### config.mk
export PLATFORM = sky130hd
export DESIGN_NAME = ssu_sync_serial
export DESIGN_NICKNAME = d
export VERILOG_FILES = /design/src/rtl/ssu_pkg.sv /design/src/rtl/ssu_sync_serial.sv /design/src/rtl/ssu_sync2.sv
export SDC_FILE = /design/constraint.sdc
export NUM_CORES = 1
export LEC_CHECK = 0
export BUFFER_PORTS_ARGS = -buffer_cell sky130_fd_sc_hd__buf_2
export CAP_MARGIN = 20
export CORE_ASPECT_RATIO = 1.1
export CORE_UTILIZATION = 30
export DETAILED_ROUTE_END_ITERATION = 12
export HOLD_SLACK_MARGIN = 0.05
export SLEW_MARGIN = 5
export SYNTH_ARGS = -nofsm -noshare
export SYNTH_HDL_FRONTEND = slang
export SYNTH_HIERARCHICAL = 1
export SYNTH_SLANG_ARGS = --single-unit
export TNS_END_PERCENT = 1
### constraint.sdc
create_clock -name clk_sys -period 3.15 [get_ports clk_sys]
set_clock_uncertainty 0.15 [all_clocks]
set_input_delay 0.1575 -clock clk_sys [delete_from_list [all_inputs] [get_ports clk_sys]]
set_output_delay 0.1575 -clock clk_sys [all_outputs]
set_load 0.01 [all_outputs]
### src/rtl/ssu_pkg.sv
package ssu_pkg;
  // Register byte addresses on the APB bus
  localparam logic [7:0] ADDR_RCV_STATUS_CONTROL = 8'h00;
  localparam logic [7:0] ADDR_RECEIVE_BUFFER = 8'h04;
  localparam logic [7:0] ADDR_XMT_STATUS_CONTROL = 8'h08;
  localparam logic [7:0] ADDR_BAUD_POLARITY_CONTROL = 8'h0C;
  localparam logic [7:0] ADDR_BAUD_DIVISOR_HIGH = 8'h10;
  localparam logic [7:0] ADDR_BAUD_DIVISOR_LOW = 8'h14;
  localparam logic [7:0] ADDR_TRANSMIT_BUFFER = 8'h18;
  localparam logic [7:0] ADDR_SERIAL_FLAGS = 8'h1C;
  // receive_status_control fields
  localparam int unsigned RCS_SERIAL_PORT_ENABLE = 7;
  localparam int unsigned RCS_NINE_BIT_RECEIVE = 6;
  localparam int unsigned RCS_SINGLE_RECEIVE_ENABLE = 5;
  localparam int unsigned RCS_CONTINUOUS_RECEIVE_ENABLE = 4;
  localparam int unsigned RCS_FRAMING_ERROR = 2;
  localparam int unsigned RCS_OVERRUN_ERROR = 1;
  localparam int unsigned RCS_RECEIVED_NINTH_BIT = 0;
  // transmit_status_control fields
  localparam int unsigned TXS_CLOCK_SOURCE_SELECT = 7;
  localparam int unsigned TXS_NINE_BIT_TRANSMIT = 6;
  localparam int unsigned TXS_TRANSMIT_ENABLE = 5;
  localparam int unsigned TXS_CLOCKED_MODE_SELECT = 4;
  localparam int unsigned TXS_SHIFT_EMPTY_FLAG = 1;
  localparam int unsigned TXS_TRANSMIT_NINTH_BIT = 0;
  // baud_polarity_control fields
  localparam int unsigned BPC_DATA_POLARITY_INVERT = 5;
  localparam int unsigned BPC_CLOCK_POLARITY_INVERT = 4;
  localparam int unsigned BPC_SIXTEEN_BIT_DIVISOR = 3;
  // serial_flags fields
  localparam int unsigned FLG_RECEIVE_IRQ_ENABLE = 5;
  localparam int unsigned FLG_TRANSMIT_IRQ_ENABLE = 4;
  localparam int unsigned FLG_RECEIVE_FLAG = 1;
  localparam int unsigned FLG_TRANSMIT_BUFFER_EMPTY = 0;
  // Reset values
  localparam logic [7:0] RST_RCV_STATUS_CONTROL = 8'h00;
  localparam logic [7:0] RST_XMT_STATUS_CONTROL = 8'h02;
  localparam logic [7:0] RST_BAUD_POLARITY_CONTROL = 8'h00;
  localparam logic [7:0] RST_BAUD_DIVISOR = 8'h00;
  localparam logic [7:0] RST_BUFFER = 8'h00;
  localparam logic [7:0] RST_SERIAL_FLAGS = 8'h01;
  // Index of the last bit of a word
  localparam logic [3:0] WORD_LAST_EIGHT = 4'h7;
  localparam logic [3:0] WORD_LAST_NINE = 4'h8;
endpackage

### src/rtl/ssu_sync_serial.sv
// The implementer's own choices: the APB slave port and the register offsets.
`timescale 1ns/10ps
`default_nettype none
// Behaviour
// - Reception starts only when single or continuous receive enable is set.
// - Incoming data is sampled on the falling edge of the shift clock.
// - Single receive enable alone receives exactly one word in master mode, then stops; in slave mode it receives nothing.
// - Continuous receive enable receives words back to back until cleared.
// - With both enables set, continuous reception wins.
// - Each received word sets the receive flag; interrupt only if enabled.
// - Received ninth bit and overrun error bit appear in receive status control.
// - Lower eight received bits are readable in the receive buffer.
// - Clearing continuous receive enable clears pending receive errors.
// - Words are nine bits when nine-bit receive is set, else eight.
// - Clocked mode, port enable and clock source set give master operation.
// - Clocked mode and port enable with clock source clear give slave.
// - In slave mode the clock pin is not driven; the peer supplies it.
// - Slave transfers need no internal clock gating, so work in sleep.
// - Two buffered words: first shifts at once, second waits, flag clear.
// - After first word shifts out, second loads, then empty flag sets.
// - Buffer empty event requests a wake interrupt when enabled.
// - Polarity bits invert the clock line and the data line.
// - Master shift clock rate comes from the low divisor, or from the high and low divisors when sixteen-bit divisor select is set.
// - Empty flag sets on buffer to shifter move, clears on buffer write.
// - Half duplex: reception blocks transmitting, and a receive request aborts a transmission.
// - Clock polarity set gives a high idle clock, clear a low idle.
module ssu_sync_serial (
  input wire logic clk_sys,
  input wire logic rstn,
  input wire logic psel,
  input wire logic penable,
  input wire logic pwrite,
  input wire logic [7:0] paddr,
  input wire logic [31:0] pwdata,
  output logic [31:0] prdata,
  output logic pready,
  output logic pslverr,
  input wire logic serial_clk_pin_i,
  output logic serial_clk_pin_o,
  output logic serial_clk_pin_oe,
  input wire logic data_line_pin_i,
  output logic data_line_pin_o,
  output logic data_line_pin_oe,
  output logic rx_irq_req,
  output logic tx_irq_req
);
  typedef enum logic [1:0] {SSU_IDLE, SSU_RX, SSU_TX} ssu_state_t;

  ssu_state_t state_q;
  logic serial_port_enable_q, rx9_q, single_receive_enable_q, continuous_receive_enable_q, oerr_q, rx9d_q;
  logic clock_source_select_q, tx9_q, transmit_enable_q, sync_q, transmit_ninth_bit_q;
  logic data_polarity_invert_q, clock_polarity_invert_q, sixteen_bit_divisor_select_q, receive_irq_enable_q, transmit_irq_enable_q;
  logic [7:0] divh_q, divl_q, txbuf_q, rcbuf_q;
  logic txbuf_full_q, transmit_buffer_empty_flag_q, receive_flag_q;
  logic [8:0] rsr_q, tsr_q;
  logic [3:0] bitcnt_q;
  logic [15:0] cnt_q;
  logic ck_int_q, ck_prev_q;
  logic [1:0] pin_sync;
  logic [7:0] rd_val;
  logic setup, acc, wr, rd, mapped;
  logic en, master, slave, rx_req, ck_lvl, din, fall_ev, tick;
  logic [15:0] limit;
  logic [3:0] rx_last, tx_last;
  logic rx_done, tx_end, load_tsr, wr_txbuf, rd_rcbuf, wr_rcs;

  ssu_sync2 #(.WIDTH(2)) u_pin_sync (
    .clk_sys(clk_sys),
    .rstn(rstn),
    .d({serial_clk_pin_i, data_line_pin_i}),
    .q(pin_sync)
  );

  // APB slave, zero wait states
  assign setup = psel & ~penable;
  assign acc = psel & penable & pready;
  assign wr = acc & pwrite;
  assign rd = acc & ~pwrite;
  assign mapped = paddr <= ssu_pkg::ADDR_SERIAL_FLAGS && paddr[1:0] == 2'h0;
  assign wr_txbuf = wr && paddr == ssu_pkg::ADDR_TRANSMIT_BUFFER;
  assign rd_rcbuf = rd && paddr == ssu_pkg::ADDR_RECEIVE_BUFFER;
  assign wr_rcs = wr && paddr == ssu_pkg::ADDR_RCV_STATUS_CONTROL;

  always_comb
  begin
    rd_val = 8'h00;
    case (paddr)
      ssu_pkg::ADDR_RCV_STATUS_CONTROL: rd_val = {serial_port_enable_q, rx9_q, single_receive_enable_q, continuous_receive_enable_q, 2'h0, oerr_q, rx9d_q};
      ssu_pkg::ADDR_RECEIVE_BUFFER: rd_val = rcbuf_q;
      ssu_pkg::ADDR_XMT_STATUS_CONTROL: rd_val = {clock_source_select_q, tx9_q, transmit_enable_q, sync_q, 2'h0,
        state_q != SSU_TX, transmit_ninth_bit_q};
      ssu_pkg::ADDR_BAUD_POLARITY_CONTROL: rd_val = {2'h0, data_polarity_invert_q, clock_polarity_invert_q, sixteen_bit_divisor_select_q, 3'h0};
      ssu_pkg::ADDR_BAUD_DIVISOR_HIGH: rd_val = divh_q;
      ssu_pkg::ADDR_BAUD_DIVISOR_LOW: rd_val = divl_q;
      ssu_pkg::ADDR_TRANSMIT_BUFFER: rd_val = txbuf_q;
      ssu_pkg::ADDR_SERIAL_FLAGS: rd_val = {2'h0, receive_irq_enable_q, transmit_irq_enable_q, 2'h0, receive_flag_q, transmit_buffer_empty_flag_q};
      default: rd_val = 8'h00;
    endcase
  end

  always_ff @(posedge clk_sys or negedge rstn)
  begin
    if (!rstn)
    begin
      pready <= 1'b0;
      pslverr <= 1'b0;
      prdata <= 32'h0;
    end
    else
    begin
      pready <= setup;
      pslverr <= setup & ~mapped;
      if (setup)
        prdata <= {24'h0, rd_val};
    end
  end

  // Configuration registers
  always_ff @(posedge clk_sys or negedge rstn)
  begin
    if (!rstn)
    begin
      {serial_port_enable_q, rx9_q} <= ssu_pkg::RST_RCV_STATUS_CONTROL[7:6];
      {clock_source_select_q, tx9_q, transmit_enable_q, sync_q} <= ssu_pkg::RST_XMT_STATUS_CONTROL[7:4];
      transmit_ninth_bit_q <= ssu_pkg::RST_XMT_STATUS_CONTROL[0];
      {data_polarity_invert_q, clock_polarity_invert_q, sixteen_bit_divisor_select_q} <= ssu_pkg::RST_BAUD_POLARITY_CONTROL[5:3];
      divh_q <= ssu_pkg::RST_BAUD_DIVISOR;
      divl_q <= ssu_pkg::RST_BAUD_DIVISOR;
      {receive_irq_enable_q, transmit_irq_enable_q} <= ssu_pkg::RST_SERIAL_FLAGS[5:4];
    end
    else if (wr)
    begin
      case (paddr)
        ssu_pkg::ADDR_RCV_STATUS_CONTROL:
        begin
          serial_port_enable_q <= pwdata[ssu_pkg::RCS_SERIAL_PORT_ENABLE];
          rx9_q <= pwdata[ssu_pkg::RCS_NINE_BIT_RECEIVE];
        end
        ssu_pkg::ADDR_XMT_STATUS_CONTROL:
        begin
          clock_source_select_q <= pwdata[ssu_pkg::TXS_CLOCK_SOURCE_SELECT];
          tx9_q <= pwdata[ssu_pkg::TXS_NINE_BIT_TRANSMIT];
          transmit_enable_q <= pwdata[ssu_pkg::TXS_TRANSMIT_ENABLE];
          sync_q <= pwdata[ssu_pkg::TXS_CLOCKED_MODE_SELECT];
          transmit_ninth_bit_q <= pwdata[ssu_pkg::TXS_TRANSMIT_NINTH_BIT];
        end
        ssu_pkg::ADDR_BAUD_POLARITY_CONTROL:
        begin
          data_polarity_invert_q <= pwdata[ssu_pkg::BPC_DATA_POLARITY_INVERT];
          clock_polarity_invert_q <= pwdata[ssu_pkg::BPC_CLOCK_POLARITY_INVERT];
          sixteen_bit_divisor_select_q <= pwdata[ssu_pkg::BPC_SIXTEEN_BIT_DIVISOR];
        end
        ssu_pkg::ADDR_BAUD_DIVISOR_HIGH: divh_q <= pwdata[7:0];
        ssu_pkg::ADDR_BAUD_DIVISOR_LOW: divl_q <= pwdata[7:0];
        ssu_pkg::ADDR_SERIAL_FLAGS:
        begin
          receive_irq_enable_q <= pwdata[ssu_pkg::FLG_RECEIVE_IRQ_ENABLE];
          transmit_irq_enable_q <= pwdata[ssu_pkg::FLG_TRANSMIT_IRQ_ENABLE];
        end
        default: ;
      endcase
    end
  end

  // Mode decode
  assign en = serial_port_enable_q & sync_q;
  assign master = en & clock_source_select_q;
  assign slave = en & ~clock_source_select_q;
  assign rx_req = continuous_receive_enable_q | (single_receive_enable_q & master);
  assign ck_lvl = pin_sync[1] ^ clock_polarity_invert_q;
  assign din = pin_sync[0] ^ data_polarity_invert_q;
  assign limit = sixteen_bit_divisor_select_q ? {divh_q, divl_q} : {8'h00, divl_q};
  assign tick = master && state_q == SSU_RX && cnt_q == limit;
  assign fall_ev = master ? (tick & ck_int_q) : (slave & ck_prev_q & ~ck_lvl);
  assign rx_last = rx9_q ? ssu_pkg::WORD_LAST_NINE : ssu_pkg::WORD_LAST_EIGHT;
  assign tx_last = tx9_q ? ssu_pkg::WORD_LAST_NINE : ssu_pkg::WORD_LAST_EIGHT;
  assign rx_done = state_q == SSU_RX && rx_req && en && fall_ev && bitcnt_q == rx_last;
  assign tx_end = state_q == SSU_TX && fall_ev && bitcnt_q == tx_last;
  assign load_tsr = slave && transmit_enable_q && !rx_req && txbuf_full_q && !wr_txbuf
    && (state_q == SSU_IDLE || tx_end);

  // Master shift clock generator, idles low internally
  always_ff @(posedge clk_sys or negedge rstn)
  begin
    if (!rstn)
    begin
      cnt_q <= 16'h0000;
      ck_int_q <= 1'b0;
    end
    else if (master && state_q == SSU_RX)
    begin
      if (tick)
      begin
        cnt_q <= 16'h0000;
        ck_int_q <= ~ck_int_q;
      end
      else
        cnt_q <= cnt_q + 16'h0001;
    end
    else
    begin
      cnt_q <= 16'h0000;
      ck_int_q <= 1'b0;
    end
  end

  always_ff @(posedge clk_sys or negedge rstn)
  begin
    if (!rstn)
      ck_prev_q <= 1'b0;
    else
      ck_prev_q <= ck_lvl;
  end

  // Transfer sequencer, one direction at a time
  always_ff @(posedge clk_sys or negedge rstn)
  begin
    if (!rstn)
    begin
      state_q <= SSU_IDLE;
      bitcnt_q <= 4'h0;
      rsr_q <= 9'h000;
      tsr_q <= 9'h000;
    end
    else
    begin
      case (state_q)
        SSU_IDLE:
        begin
          bitcnt_q <= 4'h0;
          if (en && rx_req)
            state_q <= SSU_RX;
          else if (load_tsr)
          begin
            tsr_q <= {transmit_ninth_bit_q, txbuf_q};
            state_q <= SSU_TX;
          end
        end
        SSU_RX:
        begin
          if (!en || !rx_req)
            state_q <= SSU_IDLE;
          else if (fall_ev)
          begin
            rsr_q[bitcnt_q] <= din;
            if (bitcnt_q == rx_last)
            begin
              bitcnt_q <= 4'h0;
              if (!continuous_receive_enable_q)
                state_q <= SSU_IDLE;
            end
            else
              bitcnt_q <= bitcnt_q + 4'h1;
          end
        end
        SSU_TX:
        begin
          if (!slave || !transmit_enable_q || rx_req)
            state_q <= SSU_IDLE;
          else if (fall_ev)
          begin
            if (bitcnt_q == tx_last)
            begin
              bitcnt_q <= 4'h0;
              if (load_tsr)
                tsr_q <= {transmit_ninth_bit_q, txbuf_q};
              else
                state_q <= SSU_IDLE;
            end
            else
              bitcnt_q <= bitcnt_q + 4'h1;
          end
        end
        default: state_q <= SSU_IDLE;
      endcase
    end
  end

  // Receive enables, result and flags
  always_ff @(posedge clk_sys or negedge rstn)
  begin
    if (!rstn)
    begin
      single_receive_enable_q <= ssu_pkg::RST_RCV_STATUS_CONTROL[5];
      continuous_receive_enable_q <= ssu_pkg::RST_RCV_STATUS_CONTROL[4];
      oerr_q <= ssu_pkg::RST_RCV_STATUS_CONTROL[1];
      rx9d_q <= ssu_pkg::RST_RCV_STATUS_CONTROL[0];
      rcbuf_q <= ssu_pkg::RST_BUFFER;
      receive_flag_q <= ssu_pkg::RST_SERIAL_FLAGS[1];
    end
    else
    begin
      if (wr_rcs)
      begin
        single_receive_enable_q <= pwdata[ssu_pkg::RCS_SINGLE_RECEIVE_ENABLE];
        continuous_receive_enable_q <= pwdata[ssu_pkg::RCS_CONTINUOUS_RECEIVE_ENABLE];
      end
      else if (rx_done && !continuous_receive_enable_q)
        single_receive_enable_q <= 1'b0;
      if (rx_done && receive_flag_q)
        oerr_q <= 1'b1;
      else if (!continuous_receive_enable_q)
        oerr_q <= 1'b0;
      if (rx_done && !receive_flag_q)
        rx9d_q <= rx9_q ? din : 1'b0;
      if (rx_done && !receive_flag_q && !rx9_q)
        rcbuf_q <= {din, rsr_q[6:0]};
      else if (rx_done && !receive_flag_q)
        rcbuf_q <= rsr_q[7:0];
      if (rx_done)
        receive_flag_q <= 1'b1;
      else if (rd_rcbuf)
        receive_flag_q <= 1'b0;
    end
  end

  // Transmit buffer and its empty flag
  always_ff @(posedge clk_sys or negedge rstn)
  begin
    if (!rstn)
    begin
      txbuf_q <= ssu_pkg::RST_BUFFER;
      txbuf_full_q <= 1'b0;
      transmit_buffer_empty_flag_q <= ssu_pkg::RST_SERIAL_FLAGS[0];
    end
    else if (wr_txbuf)
    begin
      txbuf_q <= pwdata[7:0];
      txbuf_full_q <= 1'b1;
      transmit_buffer_empty_flag_q <= 1'b0;
    end
    else if (load_tsr)
    begin
      txbuf_full_q <= 1'b0;
      transmit_buffer_empty_flag_q <= 1'b1;
    end
  end

  // Registered pins and requests
  always_ff @(posedge clk_sys or negedge rstn)
  begin
    if (!rstn)
    begin
      serial_clk_pin_o <= 1'b0;
      serial_clk_pin_oe <= 1'b0;
      data_line_pin_o <= 1'b0;
      data_line_pin_oe <= 1'b0;
      rx_irq_req <= 1'b0;
      tx_irq_req <= 1'b0;
    end
    else
    begin
      serial_clk_pin_o <= ck_int_q ^ clock_polarity_invert_q;
      serial_clk_pin_oe <= master;
      data_line_pin_o <= (state_q == SSU_TX ? tsr_q[bitcnt_q] : 1'b0) ^ data_polarity_invert_q;
      data_line_pin_oe <= state_q == SSU_TX;
      rx_irq_req <= receive_flag_q & receive_irq_enable_q;
      tx_irq_req <= transmit_buffer_empty_flag_q & transmit_irq_enable_q;
    end
  end
endmodule // ssu_sync_serial
`default_nettype wire

### src/rtl/ssu_sync2.sv
`timescale 1ns/10ps
`default_nettype none
module ssu_sync2 #(
  parameter int unsigned WIDTH = 2
) (
  input wire logic clk_sys,
  input wire logic rstn,
  input wire logic [WIDTH-1:0] d,
  output logic [WIDTH-1:0] q
);
  logic [WIDTH-1:0] meta_q;

  // Two flops per bit; the first stage is read only by the second
  always_ff @(posedge clk_sys or negedge rstn)
  begin
    if (!rstn)
    begin
      meta_q <= '0;
      q <= '0;
    end
    else
    begin
      meta_q <= d;
      q <= meta_q;
    end
  end
endmodule // ssu_sync2
`default_nettype wire

==> metrics.md, run 1 <==
| Metric | Value |
|---|---|
| Outcome | finished clean |
| Crit Reg-Reg Endpoint | rcbuf_q[7]$_DFFE_PN0P_ |
| Required time of the critical path | 3.24 ns |
| Max layer used | met4 |
| Core area | 0.0192 mm2 |
| Synth Warn # | 6 |
| RSZ-0062 raised after global routing | false |
| Routed Antenna Nets | 0 |
| Total power per unit cell area | 404 mW/mm2 |
| Post-DP HPWL | 10700 um |
| Worst Setup Start Kind | register |
| Slowest CP cell | dfrtp_1 |
| Share of layout cells above drive strength 1 | 26.4% |
| Tmin final | 2.81 ns |
| Vias per cell | 5.05 |
| CTS H-Tree Depth | 3 |
| Synthesized area per cell | 11.5 um2 |
| Max rail drop VDD | 0.239 mV |
| PortBufs | 38 |
| Place WS | 0.373 ns |
| WL per Instance | 17.0 um |
| # IOs | 87 |
| First-pass GRT wire length | 22600 um |
| NumNets Final | 630 |
| RR Startpoint | state_q[1]$_DFFE_PN0P_ |
| Initial Util | 30.7% |
| Async SR Flop Fraction | 100% |
| Met3 routed WL | 537 um |
| M1 WL | 6050 um |
| Clk Latency, worst-skew pair | 0.35 ns |
| Slew margin rel. | 50.0% |
| Vias in the first global route | 4258 |
| Yosys reg bits | 112 |
| Pin count of the biggest net entering global routing | 59 |
| Clock Sinks | 112 |
| Hold path depth | 3 |
| Die Wd | 135 um |
| Top-count cell post-synth | dfrtp_1 |
| Slew Limit Fails | 0 |
| Clock Path Buffers | 2 |
| DRT iter0 DRCs | 280 |
| Metal2 WL | 7030 um |
| Post-route setup slack | 0.337 ns |
| Clock root buffer | clkbuf_16 |
| Post-synth EDFFs | 0 |
| CP max stage delay | 0.41 ns |
| Syn Inst Count | 511 |
| Initial antenna violation count | 0 |
| Overall routing resource usage | 14.8% |
| # Max-Cap Violations | 0 |
| CTS buffer count | 9 |
| Synth unique cells | 66 |
| Post-Route WL | 14000 um |
| Rows | 53 |
| Placer Congestion | 0.875 |
| Post-CTS Setup Inserts | 0 |
| Fmax | 355 MHz |
| DR pass1 iterations | 5 |
| GRT Residual Overflow | 0 |
| Hold Crit Endpoint | prdata[3]$_DFFE_PN0P_ |
| Critical-path maximum fanout | 9 |
| Top cell type's share of synthesized area | 47.3% |
| Worst Path Arrival | 2.90 ns |
| Fillcell total | 1878 |
| TNS Setup | 0 ns |
| Worst path bufs/invs | 2 |
| Synth top cells by count | dfrtp_1 (111), mux2_2 (63), nor2_1 (42) |
| DRC violation count after routing | 0 |
| Vias | 4174 |
| Post-synth top area cell | dfrtp_1 |
| Final worst-path cycle share | 89.3% |
| Synth-to-layout area growth | 15.3% |
| Setup crit end kind | register |
| Seq/Total Area, Yosys | 47.7% |
| Endpoints failing hold | 0 |
| Hold Path Class | in -> reg |
| Clk slew on worst S/H paths | 0.07 ns |
| WS Path Type | reg -> reg |
| Worst R2R Path Depth | 9 |
| Non-Filler Instances | 826 |
| Hold path startpoint | paddr[1] |
| Largest delay share family, worst path | compound AO/OA/AOI/OAI gates |
| TritonCTS clock tree | done |
| Synth area leaders | dfrtp_1 (47%), mux2_2 (12%), mux4_2 (3.4%) |
| N_diodes | 0 |
| Slew of the pin with the lowest slew margin | 0.743 ns |
| Cells after DPL | 797 |
| Die ar. | 0.0202 mm2 |
| Critical path cell sequence | inv_1 > ha_1 > and4_1 > nand2_1 > a221oi_2 > nand3_4 > a2111oi_4 > buf_4 > mux2_2 |
| Setup Viol. Count Final | 0 |
| Leak | 3.11 nW |
| Synth Flop Type | dfrtp_1 |
| R2R Setup Slk | 0.34 ns |
| Die Y | 149 um |
| Mapped Area | 0.00588 mm2 |
## cell families (layout without fill, tap and decap cells)
| group | count (synthesis) | count (layout) | share of synthesized area [%] |
|---|---|---|---|
| AOI/OAI and AO/OA | 77 | 77 | 10.3 |
| DFF | 112 | 112 | 47.7 |
| adders and majority gates | 9 | 9 | 1.92 |
| muxes | 79 | 79 | 16.7 |
| other | 1 | 24 | 0.0638 |
| buffers and inverters | 53 | 98 | 4.94 |
| xor gates and xnor gates | 31 | 31 | 4.62 |
| and+or+nand+nor | 149 | 149 | 13.7 |
## worst max-delay path by stage
| stage | startpoint | slack (ns) | endpoint | depth (start not counted) |
|---|---|---|---|---|
| 2_1_floorplan | state_q[1]$_DFFE_PN0P_ | 0.57 | rcbuf_q[0]$_DFFE_PN0P_ | 8 |
| 3_3_place_gp | state_q[1]$_DFFE_PN0P_ | 0.42 | rcbuf_q[0]$_DFFE_PN0P_ | 9 |
| 3_5_place_dp | state_q[1]$_DFFE_PN0P_ | 0.37 | rcbuf_q[7]$_DFFE_PN0P_ | 9 |
| 4_1_cts | state_q[1]$_DFFE_PN0P_ | 0.35 | rcbuf_q[7]$_DFFE_PN0P_ | 9 |
| 5_1_grt | state_q[1]$_DFFE_PN0P_ | 0.21 | rcbuf_q[6]$_DFFE_PN0P_ | 9 |
| 6_report | state_q[1]$_DFFE_PN0P_ | 0.34 | rcbuf_q[7]$_DFFE_PN0P_ | 9 |
## worst reg2reg max path: stages, from the launching register on
cell and delay [ns]:
dfrtp_1 0.41, inv_1 0.09, ha_1 0.23, and4_1 0.29, nand2_1 0.09, a221oi_2 0.28, nand3_4 0.20, a2111oi_4 0.38
buf_4 0.23, mux2_2 0.35
## metal layers
metal,global-route usage (%),up-vias
li1,-,1950
met1,17.6,2078
met2,25.7,124
met3,2.58,22
met4,7.30,0
met5,0,-
## power by group
part           switching [mW]  internal [mW]  total [mW]  leakage [nW]
registers             0.00665           1.45        1.45          1.54
clock network           0.515          0.638        1.15         0.145
logic                  0.0887         0.0425       0.131          1.42
## cells in the final DEF, fill, tap and decap left out, types with 9 or more instances in the layout
| master | n |
|---|---|
| mux4_2 | 9 |
| xor2_1 | 12 |
| dlygate4sd3_1 | 13 |
| clkbuf_16 | 9 |
| buf_2 | 37 |
| mux2_2 | 63 |
| and3_1 | 12 |
| buf_4 | 16 |
| inv_1 | 16 |
| conb_1 | 24 |
| nor2_1 | 42 |
| o21ai_0 | 16 |
| dfrtp_1 | 111 |
| ha_1 | 9 |
| nand2_1 | 33 |
| xnor2_1 | 19 |
| nand3_1 | 10 |
## flip-flops by register name, summed over array words and instances (netlist names), 2 cells and up
name               count
bitcnt_q               4
txbuf_q                8
divl_q                 8
u_pin_sync/meta_q      2
tsr_q                  9
u_pin_sync/q           2
prdata                 8
divh_q                 8
rcbuf_q                8
rsr_q                  8
cnt_q                 16
state_q                2
## per-stage QoR
| step | power (mW) | util, % | hold WS [ns] | cell area [um2] |
|---|---|---|---|---|
| floorplan | 1.55 | - | -0.288 | 5960 |
| global placement | 1.60 | 33.1 | 0.0980 | 6350 |
| detailed placement | 1.60 | 33.1 | 0.120 | 6350 |
| CTS | 2.77 | 35.4 | 0.0517 | 6780 |
| global route | 2.83 | 35.4 | 0.0737 | 6780 |
| finish | 2.74 | 35.4 | 0.0602 | 6780 |
## timing repair
action                                 4_1_cts  5_1_grt
hold buffers                                13        0
gates resized for setup                      0        0
endpoints found under the hold margin       98        0
## final cells by class
type                            count  area [um2]  share of cell area [%]
Multi-Input combinational cell    369        2870                    42.3
Sequential cell                   112        2800                    41.4
Timing Repair Buffer               66         435                    6.42
Inverter                           16        60.1                   0.886
Tap cell                          247         309                    4.56
Clock buffer                       11         243                    3.58
Clock inverter                      5        56.3                   0.831
Power figures use the tool's default switching activity.
==> run 2, diff against run 1 <==
--- a/config.mk
+++ b/config.mk
@@ -14,6 +14,5 @@
 export SLEW_MARGIN = 5
 export SYNTH_ARGS = -nofsm -noshare
 export SYNTH_HDL_FRONTEND = slang
-export SYNTH_HIERARCHICAL = 1
 export SYNTH_SLANG_ARGS = --single-unit
 export TNS_END_PERCENT = 1
==> metrics.md, run 2 <==
| Metric | Value |
|---|---|
| Clock Path Buffers | 2 |
| Synth area leaders | dfrtp_1 (49%), mux2_2 (13%), buf_4 (3.2%) |
| CTS H-Tree Depth | 3 |
| Max rail drop VDD | 0.271 mV |
| Synth Flop Type | dfrtp_1 |
| Most frequent cells in the layout | dfrtp_1 (111), mux2_2 (65), nor2_1 (43) |
| DR pass1 iterations | 5 |
| Total power per unit cell area | 416 mW/mm2 |
| Required time of the critical path | 3.25 ns |
| Initial Util | 30.6% |
| Regs by FF count | cnt_q x16, tsr_q x9 |
| Non-Filler Instances | 807 |
| Share of layout cells above drive strength 1 | 24.1% |
| Rows | 52 |
| Slew of the pin with the lowest slew margin | 0.790 ns |
| Vias per cell | 5.08 |
| Synthesized area per cell | 11.2 um2 |
| Hold path startpoint | paddr[5] |
| Slew margin rel. | 47.3% |
| PostCTS Resize Cnt | 0 |
| Leak | 3.00 nW |
| Top cell type's share of synthesized area | 49.2% |
| Die Y | 146 um |
| DRT iter0 DRCs | 246 |
| Overall routing resource usage | 14.9% |
| RSZ-0062 raised after global routing | false |
| CTS buffer count | 9 |
| Critical path cell sequence | nand4b_1 > o22a_1 > a211oi_2 > and4_1 > o21ai_1 > nor2_4 > mux2_2 |
| Fmax | 367 MHz |
| Worst R2R Path Depth | 7 |
| Placer Congestion | 0.866 |
| Vias in the first global route | 4062 |
| Setup Viol. Count Final | 0 |
| Final worst-path cycle share | 86.4% |
| Largest delay share family, worst path | simple AND/OR/NAND/NOR gates |
| Synth unique cells | 62 |
| RR Startpoint | sixteen_bit_divisor_select_q$_DFFE_PN0P_ |
| First-pass GRT wire length | 22100 um |
| Post-DP HPWL | 10600 um |
| Vias | 4098 |
| Clk slew on worst S/H paths | 0.07 ns |
| Worst path bufs/invs | 0 |
| Slowest CP cell | dfrtp_1 |
| PortBufs | 38 |
| Fillcell total | 1831 |
| Mapped Area | 0.00564 mm2 |
| Pin count of the biggest net entering global routing | 60 |
| Seq/Total Area, Yosys | 49.7% |
| Hold Path Class | in -> reg |
| Clock Sinks | 112 |
| Clk Latency, worst-skew pair | 0.37 ns |
| Die ar. | 0.0194 mm2 |
| Hold Crit Endpoint | pslverr$_DFF_PN0_ |
| Outcome | finished clean |
| DRC violation count after routing | 0 |
| Initial antenna violation count | 0 |
| Routed Antenna Nets | 0 |
| Die Wd | 133 um |
| Crit Reg-Reg Endpoint | rcbuf_q[3]$_DFFE_PN0P_ |
| GRT Residual Overflow | 0 |
| Top reg by flops | cnt_q |
| Synth Warn # | 0 |
| Post-Route WL | 14000 um |
| WL per Instance | 17.3 um |
| Top-count cell post-synth | dfrtp_1 |
| Worst hold margin | 0.0690 ns |
| Post-route setup slack | 0.428 ns |
| NumNets Final | 615 |
| Worst Setup Start Kind | register |
| Number of flip-flops in the largest register | 16 |
| Synth-to-layout area growth | 14.7% |
| Post-CTS Setup Inserts | 0 |
| TNS Setup | 0 ns |
| Async SR Flop Fraction | 100% |
| Place WS | 0.464 ns |
| Clock root buffer | clkbuf_16 |
| Tmin final | 2.72 ns |
| # IOs | 87 |
| # Max-Cap Violations | 0 |
| Core area | 0.0184 mm2 |
| Post-synth top area cell | dfrtp_1 |
| TritonCTS clock tree | done |
| Worst Path Arrival | 2.82 ns |
| Endpoints failing hold | 0 |
| WS Path Type | reg -> reg |
| Most common cell after layout, fill and taps aside | dfrtp_1 |
| Hold path depth | 3 |
| Synth top cells by count | dfrtp_1 (111), mux2_2 (65), nor2_1 (43) |
| Setup crit end kind | register |
| Critical-path maximum fanout | 14 |
| Yosys reg bits | 112 |
| Post-CTS Hold Buffers | 12 |
| Syn Inst Count | 503 |
| Cells after DPL | 779 |
| Post-synth EDFFs | 0 |
| N_diodes | 0 |
| Slew Limit Fails | 0 |
| CP max stage delay | 0.60 ns |
| R2R Setup Slk | 0.43 ns |
run 2: worst register-to-register path, cell delays in order, from the launching register on:
cell and delay (ns):
dfrtp_1 0.60, nand4b_1 0.15, o22a_1 0.22, a211oi_2 0.30
and4_1 0.35, o21ai_1 0.15, nor2_4 0.30, mux2_2 0.39
run 2: layer usage:
layer	vias up	GRT usage, %	share of wire, %
met4	0	6.61	3.1
met3	30	3.20	4.2
met5	-	0	0
met2	123	25.5	49
met1	2065	18.0	44
li1	1880	-	-
run 2: layout make-up:
type,instances,area [um2],area share [%]
clock inverter,4,28.8,0.445
tap,243,304,4.70
timing repair buffer,58,373,5.76
multi-input combinational,367,2660,41.1
sequential,112,2800,43.3
clock buffer,12,256,3.97
inverter,11,41.3,0.638
run 2: metrics by stage:
| stage | power, mW | area (um2) | util (%) |
|---|---|---|---|
| after detailed placement | 1.60 | 6060 | 32.9 |
| after global routing | 2.78 | 6470 | 35.1 |
| after floorplan | 1.55 | 5730 | - |
| after CTS | 2.72 | 6470 | 35.1 |
| after global placement | 1.59 | 6060 | 32.9 |
| final | 2.69 | 6470 | 35.1 |
run 2: how the worst max path moves through the flow:
stage	startpoint	endpoint	slack (ns)	cells after the start
CTS	sixteen_bit_divisor_select_q$_DFFE_PN0P_	tsr_q[1]$_DFFE_PN0P_	0.44	7
floorplan	cnt_q[11]$_DFF_PN0_	rcbuf_q[0]$_DFFE_PN0P_	0.97	7
global route	sixteen_bit_divisor_select_q$_DFFE_PN0P_	rsr_q[3]$_DFFE_PN0P_	0.25	7
detailed placement	sixteen_bit_divisor_select_q$_DFFE_PN0P_	rsr_q[2]$_DFFE_PN0P_	0.46	7
global placement	sixteen_bit_divisor_select_q$_DFFE_PN0P_	rsr_q[2]$_DFFE_PN0P_	0.52	7
finish	sixteen_bit_divisor_select_q$_DFFE_PN0P_	rcbuf_q[3]$_DFFE_PN0P_	0.43	7
run 2: cells by family after synthesis:
logic type | Yosys count | share of synthesized area [%]
compound gates | 71 | 9.32
xor+xnor | 31 | 4.81
fa+ha+maj | 9 | 2.00
buf+inv | 47 | 4.77
flops | 112 | 49.7
mux | 78 | 15.5
other cells | 1 | 0.0665
simple gates | 154 | 13.8
run 2: where the power goes:
part | switching, mW | total (mW) | leakage (nW) | internal [mW]
Combinational | 0.0860 | 0.125 | 1.33 | 0.0388
Sequential | 0.00701 | 1.45 | 1.53 | 1.45
Clock | 0.529 | 1.11 | 0.135 | 0.580
Total | 0.622 | 2.69 | 3.00 | 2.07
